[config.mk]
export PLATFORM = sky130hd
export DESIGN_NAME = tlpt_unit
export DESIGN_NICKNAME = d
export VERILOG_FILES = /design/src/verilog/tlpt_pkg.sv /design/src/verilog/tlpt_tlb_mem.sv /design/src/verilog/tlpt_unit.sv
export SDC_FILE = /design/constraint.sdc
export NUM_CORES = 1
export LEC_CHECK = 0
export BUFFER_PORTS_ARGS = -buffer_cell sky130_fd_sc_hd__buf_2
export CORE_AREA = 2 2 264 266
export DETAILED_ROUTE_END_ITERATION = 10
export DIE_AREA = 0 0 266 268
export PLACE_DENSITY = 0.63
export SLEW_MARGIN = 20
export SYNTH_ARGS = -nofsm -noshare
export SYNTH_HDL_FRONTEND = slang
export SYNTH_SLANG_ARGS = --single-unit
export TNS_END_PERCENT = 5
[constraint.sdc]
create_clock -name mclk -period 6.7 [get_ports mclk]
set_input_delay 1.34 -clock mclk [delete_from_list [all_inputs] [get_ports mclk]]
set_output_delay 1.34 -clock mclk [all_outputs]
set_load 0.02 [all_outputs]
[src/verilog/tlpt_pkg.sv]
/*
 * Shared constants for the two-level page translation unit: entry field
 * positions, register selects, cycle kinds, walk states and reset values.
 * Assumes a single clock domain and word-aligned 32-bit table entries.
 */
// Behaviour
// - translate linear address via directory, then table, then 4 Kbyte frame
// - on page fault store full 32-bit linear address in fault register
// - directory base keeps its low 12 address bits zero, page aligned
// - every load of the directory base flushes all cached translations
// - linear bits 31..22 index the 1024-entry page directory
// - bits 21..12 index the table; frame joins linear bits 11..0
// - entry with present clear is unused and its other bits ignored
// - set accessed bit 5 in directory and table entries before access
// - set dirty bit 6 in table entry before a write; not in directory
// - flag updates use a bus-locked read-modify-write cycle
// - entry bits 9 to 11 are never interpreted nor altered
// - entry bit 2 is user/supervisor, bit 1 is writable
// - privilege level 3 is user; levels 0, 1, 2 are supervisor
// - write-protect set: supervisor write to read-only page faults
// - user access to supervisor page or user read-only write faults
// - rights are the more restrictive of directory and table flags
// - write-through flag exported on pin, unused by on-chip cache
// - cache-disable flag forbids caching whatever enable input or controls
// - paging off or non-memory cycles drive both cache pins low
// - paged memory cycles drive cache pins from cached table entry flags
// - walk reads use base register attributes, then directory entry's
// - base register cache bits reset zero, written only at level 0
// - absent directory or table entry raises page fault
// - fault code gives present, write and user bits of the access
package tlpt_pkg;

    // entry fields
    localparam int ENT_PRESENT = 0;
    localparam int ENT_WRITE   = 1;
    localparam int ENT_USER    = 2;
    localparam int ENT_WTHRU   = 3;
    localparam int ENT_NOCACHE = 4;
    localparam int ENT_ACC     = 5;
    localparam int ENT_DIRTY   = 6;
    localparam int BASE_LSB    = 12;

    // fault code fields
    localparam int CODE_PRESENT = 0;
    localparam int CODE_WRITE   = 1;
    localparam int CODE_USER    = 2;

    // register selects and reset values
    localparam logic       SEL_FAULT     = 1'h0;
    localparam logic       SEL_DIRBASE   = 1'h1;
    localparam logic [31:0] DIRBASE_RESET = 32'h0000_0000;
    localparam logic [31:0] FAULT_RESET   = 32'h0000_0000;
    localparam logic [31:0] BASE_KEEP     = 32'hFFFF_F018;
    localparam logic [1:0]  CPL_USER      = 2'h3;
    localparam logic [1:0]  CPL_TOP       = 2'h0;

    // cycle kinds
    localparam logic [1:0] KIND_MEM    = 2'h0;
    localparam logic [1:0] KIND_IO     = 2'h1;
    localparam logic [1:0] KIND_INTACK = 2'h2;
    localparam logic [1:0] KIND_HALT   = 2'h3;

    // translation cache geometry
    localparam int TLB_IDX_W = 3;
    localparam int TLB_DEPTH = 8;
    localparam int TLB_W     = 45;

    typedef enum logic [3:0] {
        S_IDLE    = 4'h0,
        S_LOOKUP  = 4'h1,
        S_DIR_RD  = 4'h2,
        S_DIR_LRD = 4'h3,
        S_DIR_WR  = 4'h4,
        S_TBL_RD  = 4'h5,
        S_TBL_LRD = 4'h6,
        S_TBL_WR  = 4'h7,
        S_FILL    = 4'h8,
        S_RESP    = 4'h9
    } tlpt_state_type;

endpackage

[src/verilog/tlpt_tlb_mem.sv]
/*
 * Small storage array for cached translations; registered read data.
 * Assumes the caller keeps the valid bits, so flush is instantaneous.
 */
`timescale 1ns/10ps
module tlpt_tlb_mem
(
    // clock
    input  wire logic                          mclk,
    // write port
    input  wire logic                          wr_en,
    input  wire logic [tlpt_pkg::TLB_IDX_W-1:0] wr_addr,
    input  wire logic [tlpt_pkg::TLB_W-1:0]     wr_data,
    // read port
    input  wire logic [tlpt_pkg::TLB_IDX_W-1:0] rd_addr,
    output logic      [tlpt_pkg::TLB_W-1:0]     rd_data
);
    import tlpt_pkg::*;

    logic [TLB_W-1:0] store_q [TLB_DEPTH];

    always_ff @(posedge mclk)
    begin
        if (wr_en)
        begin
            store_q[wr_addr] <= wr_data;
        end
    end

    always_ff @(posedge mclk)
    begin
        rd_data <= store_q[rd_addr];
    end

endmodule

[src/verilog/tlpt_unit.sv]
/*
 * Two-level page translation unit: translation cache, table walker with
 * locked flag updates, protection checks, fault register, cache pins.
 * Assumes memory answers on mem_ack in the same clock domain and that
 * the requester waits on req_ready.
 */
`timescale 1ns/10ps
module tlpt_unit
(
    // clock and reset
    input  wire logic        mclk,
    input  wire logic        reset,
    // control register moves
    input  wire logic        reg_wr_en,
    input  wire logic        reg_sel,
    input  wire logic [31:0] reg_wdata,
    input  wire logic [1:0]  reg_cpl,
    output logic      [31:0] fault_address_reg,
    output logic      [31:0] directory_base_reg,
    // machine controls
    input  wire logic        translation_on,
    input  wire logic        write_protect,
    input  wire logic        global_cache_off,
    input  wire logic        external_cache_enable_in_n,
    // translation request
    input  wire logic        req_valid,
    output logic             req_ready,
    input  wire logic [31:0] req_lin_addr,
    input  wire logic        req_write,
    input  wire logic [1:0]  req_cpl,
    input  wire logic [1:0]  req_kind,
    // translation answer
    output logic             resp_valid,
    output logic [31:0]      resp_phys_addr,
    output logic             resp_fault,
    output logic [2:0]       resp_fault_code,
    output logic             resp_cacheable,
    output logic             cache_disable_flag,
    output logic             write_through_flag,
    // table memory bus
    output logic             mem_req,
    output logic             mem_write,
    output logic             mem_lock,
    output logic [31:0]      mem_addr,
    output logic [31:0]      mem_wdata,
    output logic             mem_nocache,
    output logic             mem_wthru,
    input  wire logic        mem_ack,
    input  wire logic [31:0] mem_rdata
);
    import tlpt_pkg::*;

    // =========================================================
    // helpers
    // =========================================================
    function automatic logic [31:0] entry_addr(input logic [19:0] base,
                                               input logic [9:0]  idx);
        entry_addr = {base, idx, 2'h0};
    endfunction

    function automatic logic prot_fault(input logic us, input logic rw,
                                        input logic user, input logic wr,
                                        input logic wp);
        if (user)
        begin
            prot_fault = !us || (wr && !rw);
        end
        else
        begin
            prot_fault = wr && wp && !rw;
        end
    endfunction

    // =========================================================
    // state
    // =========================================================
    tlpt_state_type          state_q;
    tlpt_state_type          state_d;
    logic [31:0]             lin_q;
    logic                    write_q;
    logic                    user_q;
    logic [31:0]             pde_q;
    logic [31:0]             pde_d;
    logic [31:0]             pte_q;
    logic [31:0]             pte_d;
    logic [TLB_DEPTH-1:0]    valid_q;
    logic [TLB_W-1:0]        tlb_rdata;
    logic [TLB_W-1:0]        tlb_wdata;
    logic [TLB_IDX_W-1:0]    tlb_rd_idx;
    logic                    ce_meta_q;
    logic                    ce_n_q;
    logic                    base_load;
    logic                    hit;
    logic                    need_dirty;
    logic                    us_eff;
    logic                    rw_eff;
    logic                    tbl_prot;
    logic [31:0]             res_phys;
    logic                    res_fault;
    logic                    res_present;
    logic                    res_nocache;
    logic                    res_wthru;
    logic [31:0]             addr_d;
    logic [31:0]             wdata_d;
    logic                    mnocache_d;
    logic                    mwthru_d;

    assign req_ready  = state_q == S_IDLE;
    assign resp_valid = state_q == S_RESP;
    assign mem_req    = state_q inside {S_DIR_RD, S_DIR_LRD, S_DIR_WR,
                                        S_TBL_RD, S_TBL_LRD, S_TBL_WR};
    assign mem_write  = state_q inside {S_DIR_WR, S_TBL_WR};
    assign mem_lock   = state_q inside {S_DIR_LRD, S_DIR_WR,
                                        S_TBL_LRD, S_TBL_WR};
    assign base_load  = reg_wr_en && reg_sel == SEL_DIRBASE
                        && reg_cpl == CPL_TOP;

    // =========================================================
    // translation cache
    // =========================================================
    assign tlb_rd_idx = req_lin_addr[BASE_LSB +: TLB_IDX_W];
    assign hit = valid_q[lin_q[BASE_LSB +: TLB_IDX_W]]
                 && tlb_rdata[44:25] == lin_q[31:12];
    // cached dirty only counts for writes
    assign need_dirty = write_q && !tlb_rdata[0];
    assign us_eff = pde_q[ENT_USER] && mem_rdata[ENT_USER];
    assign rw_eff = pde_q[ENT_WRITE] && mem_rdata[ENT_WRITE];
    assign tbl_prot = prot_fault(us_eff, rw_eff, user_q, write_q,
                                 write_protect);
    assign tlb_wdata = {lin_q[31:12], pte_q[31:12],
                        pde_q[ENT_USER] && pte_q[ENT_USER],
                        pde_q[ENT_WRITE] && pte_q[ENT_WRITE],
                        pte_q[ENT_NOCACHE], pte_q[ENT_WTHRU],
                        pte_q[ENT_DIRTY]};

    tlpt_tlb_mem u_tlb
    (
        .mclk    (mclk),
        .wr_en   (state_q == S_FILL),
        .wr_addr (lin_q[BASE_LSB +: TLB_IDX_W]),
        .wr_data (tlb_wdata),
        .rd_addr (tlb_rd_idx),
        .rd_data (tlb_rdata)
    );

    always_ff @(posedge mclk)
    begin
        if (reset || base_load)
        begin
            valid_q <= '0;
        end
        else if (state_q == S_FILL)
        begin
            valid_q[lin_q[BASE_LSB +: TLB_IDX_W]] <= 1'h1;
        end
    end

    // =========================================================
    // walk sequencing
    // =========================================================
    always_comb
    begin
        state_d     = state_q;
        pde_d       = pde_q;
        pte_d       = pte_q;
        res_phys    = lin_q;
        res_fault   = 1'h0;
        res_present = 1'h0;
        res_nocache = 1'h0;
        res_wthru   = 1'h0;
        case (state_q)
            S_IDLE:
            begin
                if (req_valid)
                begin
                    // no paging means identity and zero pins
                    if (!translation_on || req_kind != KIND_MEM)
                    begin
                        state_d  = S_RESP;
                        res_phys = req_lin_addr;
                    end
                    else
                    begin
                        state_d = S_LOOKUP;
                    end
                end
            end
            S_LOOKUP:
            begin
                if (hit && !need_dirty)
                begin
                    state_d     = S_RESP;
                    res_phys    = {tlb_rdata[24:5], lin_q[11:0]};
                    res_nocache = tlb_rdata[2];
                    res_wthru   = tlb_rdata[1];
                    res_present = 1'h1;
                    res_fault   = prot_fault(tlb_rdata[4], tlb_rdata[3],
                                             user_q, write_q,
                                             write_protect);
                end
                else
                begin
                    state_d = S_DIR_RD;
                end
            end
            S_DIR_RD, S_DIR_LRD:
            begin
                if (mem_ack)
                begin
                    pde_d = mem_rdata;
                    if (!mem_rdata[ENT_PRESENT])
                    begin
                        state_d   = S_RESP;
                        res_fault = 1'h1;
                    end
                    else if (state_q == S_DIR_LRD)
                    begin
                        state_d = S_DIR_WR;
                    end
                    else if (!mem_rdata[ENT_ACC])
                    begin
                        state_d = S_DIR_LRD;
                    end
                    else
                    begin
                        state_d = S_TBL_RD;
                    end
                end
            end
            S_DIR_WR:
            begin
                if (mem_ack)
                begin
                    state_d = S_TBL_RD;
                end
            end
            S_TBL_RD, S_TBL_LRD:
            begin
                if (mem_ack)
                begin
                    pte_d = mem_rdata;
                    if (!mem_rdata[ENT_PRESENT])
                    begin
                        state_d   = S_RESP;
                        res_fault = 1'h1;
                    end
                    else if (tbl_prot)
                    begin
                        state_d     = S_RESP;
                        res_fault   = 1'h1;
                        res_present = 1'h1;
                    end
                    else if (state_q == S_TBL_LRD)
                    begin
                        pte_d[ENT_ACC]   = 1'h1;
                        pte_d[ENT_DIRTY] = mem_rdata[ENT_DIRTY]
                                           || write_q;
                        state_d          = S_TBL_WR;
                    end
                    else if (!mem_rdata[ENT_ACC]
                             || (write_q && !mem_rdata[ENT_DIRTY]))
                    begin
                        state_d = S_TBL_LRD;
                    end
                    else
                    begin
                        state_d = S_FILL;
                    end
                end
            end
            S_TBL_WR:
            begin
                if (mem_ack)
                begin
                    state_d = S_FILL;
                end
            end
            S_FILL:
            begin
                state_d     = S_RESP;
                res_phys    = {pte_q[31:12], lin_q[11:0]};
                res_nocache = pte_q[ENT_NOCACHE];
                res_wthru   = pte_q[ENT_WTHRU];
                res_present = 1'h1;
            end
            default:
            begin
                state_d = S_IDLE;
            end
        endcase
    end

    // bus address and attributes for the next walk step
    always_comb
    begin
        addr_d  = '0;
        wdata_d = '0;
        mnocache_d = 1'h0;
        mwthru_d   = 1'h0;
        if (state_d inside {S_DIR_RD, S_DIR_LRD, S_DIR_WR})
        begin
            addr_d  = entry_addr(directory_base_reg[31:12],
                                 lin_q[31:22]);
            wdata_d = pde_d | (32'h1 << ENT_ACC);
            mnocache_d = directory_base_reg[ENT_NOCACHE];
            mwthru_d   = directory_base_reg[ENT_WTHRU];
        end
        else if (state_d inside {S_TBL_RD, S_TBL_LRD, S_TBL_WR})
        begin
            addr_d  = entry_addr(pde_d[31:12], lin_q[21:12]);
            wdata_d = pte_d;
            mnocache_d = pde_d[ENT_NOCACHE];
            mwthru_d   = pde_d[ENT_WTHRU];
        end
    end

    always_ff @(posedge mclk)
    begin
        if (reset)
        begin
            state_q <= S_IDLE;
        end
        else
        begin
            state_q <= state_d;
        end
    end

    always_ff @(posedge mclk)
    begin
        if (reset)
        begin
            lin_q   <= '0;
            write_q <= 1'h0;
            user_q  <= 1'h0;
            pde_q   <= '0;
            pte_q   <= '0;
        end
        else
        begin
            if (state_q == S_IDLE && req_valid)
            begin
                lin_q   <= req_lin_addr;
                write_q <= req_write;
                user_q  <= req_cpl == CPL_USER;
            end
            pde_q <= pde_d;
            pte_q <= pte_d;
        end
    end

    always_ff @(posedge mclk)
    begin
        if (reset)
        begin
            mem_addr  <= '0;
            mem_wdata <= '0;
            mem_nocache <= 1'h0;
            mem_wthru   <= 1'h0;
        end
        else
        begin
            mem_addr  <= addr_d;
            mem_wdata <= wdata_d;
            mem_nocache <= mnocache_d;
            mem_wthru   <= mwthru_d;
        end
    end

    // =========================================================
    // answer and cache pins
    // =========================================================
    always_ff @(posedge mclk)
    begin
        if (reset)
        begin
            ce_meta_q <= 1'h1;
            ce_n_q    <= 1'h1;
        end
        else
        begin
            ce_meta_q <= external_cache_enable_in_n;
            ce_n_q    <= ce_meta_q;
        end
    end

    always_ff @(posedge mclk)
    begin
        if (reset)
        begin
            resp_phys_addr     <= '0;
            resp_fault         <= 1'h0;
            resp_fault_code    <= '0;
            resp_cacheable     <= 1'h0;
            cache_disable_flag <= 1'h0;
            write_through_flag <= 1'h0;
        end
        else if (state_d == S_RESP && state_q != S_RESP)
        begin
            resp_phys_addr                <= res_phys;
            resp_fault                    <= res_fault;
            resp_fault_code[CODE_PRESENT] <= res_present;
            resp_fault_code[CODE_WRITE]   <= write_q;
            resp_fault_code[CODE_USER]    <= user_q;
            if (state_q == S_IDLE)
            begin
                resp_fault_code[CODE_WRITE] <= req_write;
                resp_fault_code[CODE_USER]  <= req_cpl == CPL_USER;
            end
            resp_cacheable     <= !res_nocache && !ce_n_q
                                  && !global_cache_off;
            cache_disable_flag <= res_nocache;
            write_through_flag <= res_wthru;
        end
    end

    // =========================================================
    // control registers
    // =========================================================
    always_ff @(posedge mclk)
    begin
        if (reset)
        begin
            directory_base_reg <= DIRBASE_RESET;
        end
        else if (base_load)
        begin
            directory_base_reg <= reg_wdata & BASE_KEEP;
        end
    end

    always_ff @(posedge mclk)
    begin
        if (reset)
        begin
            fault_address_reg <= FAULT_RESET;
        end
        else if (resp_valid && resp_fault)
        begin
            fault_address_reg <= lin_q;
        end
        else if (reg_wr_en && reg_sel == SEL_FAULT)
        begin
            fault_address_reg <= reg_wdata;
        end
    end
endmodule

Word level (Yosys, flattened, before mapping) --
Memory sizes are Yosys's and may differ from the RTL's. A register that Yosys moved wholly into a read port is not among the register bits. Index checks and enable logic that the tools add are counted.
Storage, ports and cells: logic and storage cells 160, memories kept 1, memory bits (writable) 360, input port bits 113, register bits 271
Memories:
- u_tlb.store_q | words 8, bits a word 45, rd ports 1, clocked after Yosys merged registers in 1, wr ports 1, RTL line tlpt_tlb_mem.sv:20 | logic [TLB_W-1:0] store_q [TLB_DEPTH];
Operators by class: multiplexer cells 60, bitwise gates (word level) 2, magnitude comparators 2, reductions and logical operators 53, equal/unequal tests 19
Operators by type and width (count):
- $mux 32 | 13
- $pmux 32 s3 | 1
- $mux 4 | 12
- $eq 4x3->1 const B | 8
- $pmux 4 s7 | 1
- $logic_and 1x1->1 | 22
- $mux 1 | 21
- $eq 20x20->1 | 1
- $eq 4x2->1 const B | 4
- $eq 4x4->1 const B | 3
- $logic_not 1->1 | 12
- $mux 2 | 4
- $or 8x8->8 | 1
- $logic_or 1x1->1 | 6
- $mux 3 | 2
- $pmux 1 s3 | 2
- $reduce_bool 2->1 | 3
- $reduce_bool 3->1 | 2
- $reduce_bool 6->1 | 1
- $reduce_or 2->1 | 3
- $eq 4x1->1 const B | 1
- $logic_not 4->1 | 1
- $lt 3x4->1 const B | 1
- $ne 4x4->1 const B | 1
- 9 further kinds | 10

Longest topological paths before layout --
depth after elaboration 13, gate-level depth with buffers 11, mapped depth without buffers 8

Modules after synthesis --
From an unflattened synthesis, not the netlist that was laid out.
Second synthesis, totals: cells, all modules 1775, area total of the unflattened synthesis 25655.9 µm²
By module, submodules not included:
- tlpt_tlb_mem | instances 1, area an instance 14813.0 µm², cells an instance 578
- tlpt_unit | instances 1, area an instance 10842.9 µm², cells an instance 1197

Worst setup path before layout --
No wires, ideal clock.
path kind register -> register, from register state_q[3], to memory u_tlb.store_q[0][0], enable pin, library setup time 0.562 ns, required time 6.138 ns, data arrival time 5.159 ns, slack 0.979 ns, stages on the path, launching flop included 4, cell sequence dfxtp_1 > clkbuf_1 > nand3b_1 > nor4_1
Between the ends: longest elaborated chain between the ends 3
RTL lines:
- start: declaration | RTL line tlpt_unit.sv:77 | tlpt_state_type state_q;
- start signal: assignment | RTL line tlpt_unit.sv:325 | state_q <= state_d;
- $eq 4x4->1 | RTL line tlpt_unit.sv:139 | .wr_en (state_q == S_FILL),
- $mux 1 | RTL line tlpt_tlb_mem.sv:24 | if (wr_en)
- $mux 1 (not written as such) | RTL line tlpt_tlb_mem.sv:26 | store_q[wr_addr] <= wr_data;
- end: declaration | RTL line tlpt_tlb_mem.sv:20
No other way between the ends.

Final worst setup path --
from register lin_q[14], to register mem_wthru
Between the ends: longest elaborated chain between the ends 10
RTL lines:
- start: declaration | RTL line tlpt_unit.sv:79 | logic [31:0] lin_q;
- start signal: assignment | RTL line tlpt_unit.sv:343 | lin_q <= req_lin_addr;
- $bmux 1 s3 | RTL line tlpt_unit.sv:122 | assign hit = valid_q[lin_q[BASE_LSB +: TLB_IDX_W]]
- $mux 1 (not written as such) | RTL line tlpt_unit.sv:122
- $logic_and 1x1->1 * | RTL line tlpt_unit.sv:123 | && tlb_rdata[44:25] == lin_q[31:12];
- $logic_and 1x1->1 * | RTL line tlpt_unit.sv:190 | if (hit && !need_dirty)
- $mux 4 * | RTL line tlpt_unit.sv:190
- $pmux 4 s7 * | RTL line tlpt_unit.sv:171 | case (state_q)
- $eq 4x3->1 | RTL line tlpt_unit.sv:308 | else if (state_d inside {S_TBL_RD, S_TBL_LRD, S_TBL_WR})
- $reduce_bool 3->1 | RTL line tlpt_unit.sv:308
- $mux 1 | RTL line tlpt_unit.sv:308
- $mux 1 * | RTL line tlpt_unit.sv:300 | if (state_d inside {S_DIR_RD, S_DIR_LRD, S_DIR_WR})
- end signal: assignment | RTL line tlpt_unit.sv:366 | mem_wthru <= mwthru_d;
- end: declaration | RTL line tlpt_unit.sv:47 | output logic mem_wthru,
Every way passes the cells marked *; elsewhere a longest branch is shown, timed or not. The select of a mux whose other input is x is not followed. A chain may end at the register's enable or synchronous reset.

==> results.json <==
{
  "status": "finished, final reports clean",
  "ys_warn_count": 0,
  "synthDistinctLibCells": 60,
  "hold_path_class": "register to register",
  "place_ws_ns": 2.63,
  "dieArea_um2": 71300,
  "drv_cap": 0,
  "antenna_found_initial": 9,
  "core_area_um2": 68200,
  "path_common_cell": "buf_4",
  "post-synth-top-count-cell": "edfxtp_1",
  "yosysTopAreaCellShare": 0.419,
  "io_buffers": 274,
  "power_frac_comb": 0.141,
  "grtUsageMet3": 0.0404,
  "fin_crit_sh": 0.588,
  "route.detailed.drc": 0,
  "power.switching_w": 0.00263,
  "finalSetupTns_ns": 0,
  "use_met1": 0.289,
  "rows": 96,
  "cts.htree.levels": 3,
  "cts_hold_buf": 0,
  "slew_headroom": 0.217,
  "peakVddDrop_uv": 190,
  "grt_pass1_wl_mm": 110,
  "path_buf_inv": 3,
  "cts_root_buf": "clkbuf_16",
  "die_h_um": 268,
  "synth_area_um2": 25800,
  "pwr-share-seq": 0.490,
  "grt_busiest_layer": "met2",
  "p_per_area_nw_per_um2": 319,
  "maxSlewViolCount": 0,
  "worstPathCellList": "xor2_1 > nor4_1 > nand4_1 > nor3_4 > buf_4 > nand4bb_1 > nor3_2 > buf_4 > mux2i_2 > buf_4 > o32ai_1",
  "final_antenna_net_count": 0,
  "die_w_um": 266,
  "cts_tree": "built",
  "cp.depth": 11,
  "holdPathStages": 2,
  "critPathRequiredTime_ns": 7.13,
  "critPathSlowestCell": "dfxtp_1",
  "cp.arrival_ns": 4.37,
  "largest_register_ffs": 360,
  "overflow": 0,
  "synth_commonest_cells": "360 x edfxtp_1, 323 x nand2_1, 313 x dfxtp_1",
  "synthCells": 1969,
  "grt_max_degree": 123,
  "ff2ff_path_depth": 11,
  "end_kind": "register",
  "synth_edf_count": 360,
  "yosysSeqAreaShare": 0.661,
  "post_drt_wl_per_cell_um": 23.9,
  "nNetsFinal": 2327,
  "path_class": "register to register",
  "crit_family": "simple AND/OR/NAND/NOR gates",
  "setup_ws_ns": 2.76,
  "path_clk_slew_ns": 0.06,
  "area_growth_pct": 17.1,
  "dp_hpwl_mm": 48.1,
  "syn_avg_cell_area_um2": 13.1,
  "cts_resized": 0,
  "grt_pass1_vias": 16700,
  "clock_latency_ns": 0.60,
  "ys_ff_latch": 673,
  "grt_use_total": 0.208,
  "synthArstFlopShare": 0,
  "rsz0062_at_grt": "no",
  "clockPowerShare": 0.369,
  "fin_crit_ns": 3.94,
  "num-fill-cells": 6133,
  "worstPathMaxFanout": 27,
  "ys_top_cells_by_area": "edfxtp_1 42%, dfxtp_1 24%, mux4_2 7.8%, nand2_1 4.7%, a21oi_1 3.0%",
  "cts_buffers": 67,
  "clock-sinks": 673,
  "synth.largest_area_cell": "edfxtp_1",
  "tightest_slew_ns": 1.17,
  "vias_per_cell": 5.49,
  "drt_wl_total_mm": 75.4,
  "postCtsSetupRepairBufs": 0,
  "top_register": "u_tlb.store_q",
  "cellInternalPower_w": 0.00701,
  "drtPass1Iterations": 8,
  "clock_skew_ns": 0.0228,
  "hold_viol": 0,
  "drt_iter0_drc": 1724,
  "initial_utilization": 0.379,
  "cpPeakStageDelay_ns": 1.00,
  "synth-main-ff-cell": "edfxtp_1",
  "p_leak_nw": 11.2,
  "critPathLaunchType": "register",
  "final_layout_size_suffix_gt1_frac": 0.253,
  "clock_path_buffers": 3,
  "reg_top3": "u_tlb.store_q: 360 flops, u_tlb.rd_data: 45 flops",
  "dr_total_vias": 17300,
  "gp_congestion": 0.863,
  "max_freq_mhz": 254,
  "use_met2": 0.334,
  "io-pin-count": 287,
  "setup_viol": 0,
  "netSwitchingFraction": 0.273
}
[final cells by class]
| cell class | count | area, um2 | area share |
|---|---|---|---|
| antenna | 4 | 10.0 | 0.000331 |
| clock buffer | 101 | 1900 | 0.0627 |
| clock inverter | 19 | 149 | 0.00492 |
| inverter | 47 | 176 | 0.00583 |
| multi-input combinational | 1105 | 8090 | 0.267 |
| sequential | 673 | 17100 | 0.565 |
| tap | 882 | 1100 | 0.0365 |
| timing repair buffer | 320 | 1740 | 0.0575 |
[cells by family (layout without fill, tap and decap cells)]
group | Yosys count | in the layout | share of synthesized area
other cells | 1 | 16 | 0.000145
flops | 673 | 673 | 0.661
simple gates | 540 | 540 | 0.0888
mux | 188 | 188 | 0.119
buf+inv | 202 | 487 | 0.0325
compound gates | 344 | 344 | 0.0916
xor+xnor | 21 | 21 | 0.00712
[worst min-delay path, cell delays in order, from the launching register on]
cell     delay (ns)
dfxtp_1        0.30
nand2_1        0.04
a21oi_1        0.07
[per-layer routing]
layer / vias up / routed length [um]
met3: 91 / 5920
met4: 4 / 1640
met1: 8706 / 32800
met2: 735 / 35000
met5: - / 23
li1: 7758 / -
[metrics by stage]
stage	hold slack [ns]	instance area [um2]	util	power (W)	cells
floorplan	0.389	25900	-	0.00561	1980
global placement	0.439	28200	0.413	0.00614	3027
detailed placement	0.453	28200	0.413	0.00617	3027
CTS	0.463	30200	0.443	0.00970	3147
global route	0.473	30200	0.443	0.00997	3148
finish	0.462	30200	0.443	0.00964	3151
[power groups by stage]
stage	Sequential [W]	Clock (W)	Combinational, W
2_1_floorplan	0.00486	0	0.000754
3_3_place_gp	0.00480	0	0.00133
3_5_place_dp	0.00481	0	0.00136
4_1_cts	0.00472	0.00361	0.00137
5_1_grt	0.00474	0.00377	0.00146
6_report	0.00472	0.00356	0.00136
[placed cells by master, fill, tap and decap left out, drive strengths merged, types with 30 or more instances in the layout]
master / count
nand2: 323
a21oi: 156
mux2i: 51
edfxtp: 360
mux2: 47
a311o: 30
a211oi: 47
inv: 49
mux4: 90
dfxtp: 313
clkbuf: 101
buf: 320
nor2: 124
[path summary, 6_finish.rpt]
check	from	to	slack (ns)
setup / recovery	lin_q[14]$_SDFFE_PP0P_	mem_wthru$_SDFF_PP0_	2.76
hold / removal	pte_q[8]$_SDFF_PP0_	pte_q[8]$_SDFF_PP0_	0.46
setup reg to reg	lin_q[14]$_SDFFE_PP0P_	mem_wthru$_SDFF_PP0_	2.76
hold reg to reg	pte_q[8]$_SDFF_PP0_	pte_q[8]$_SDFF_PP0_	0.46
Note: power is estimated with default switching activity, not from simulation.
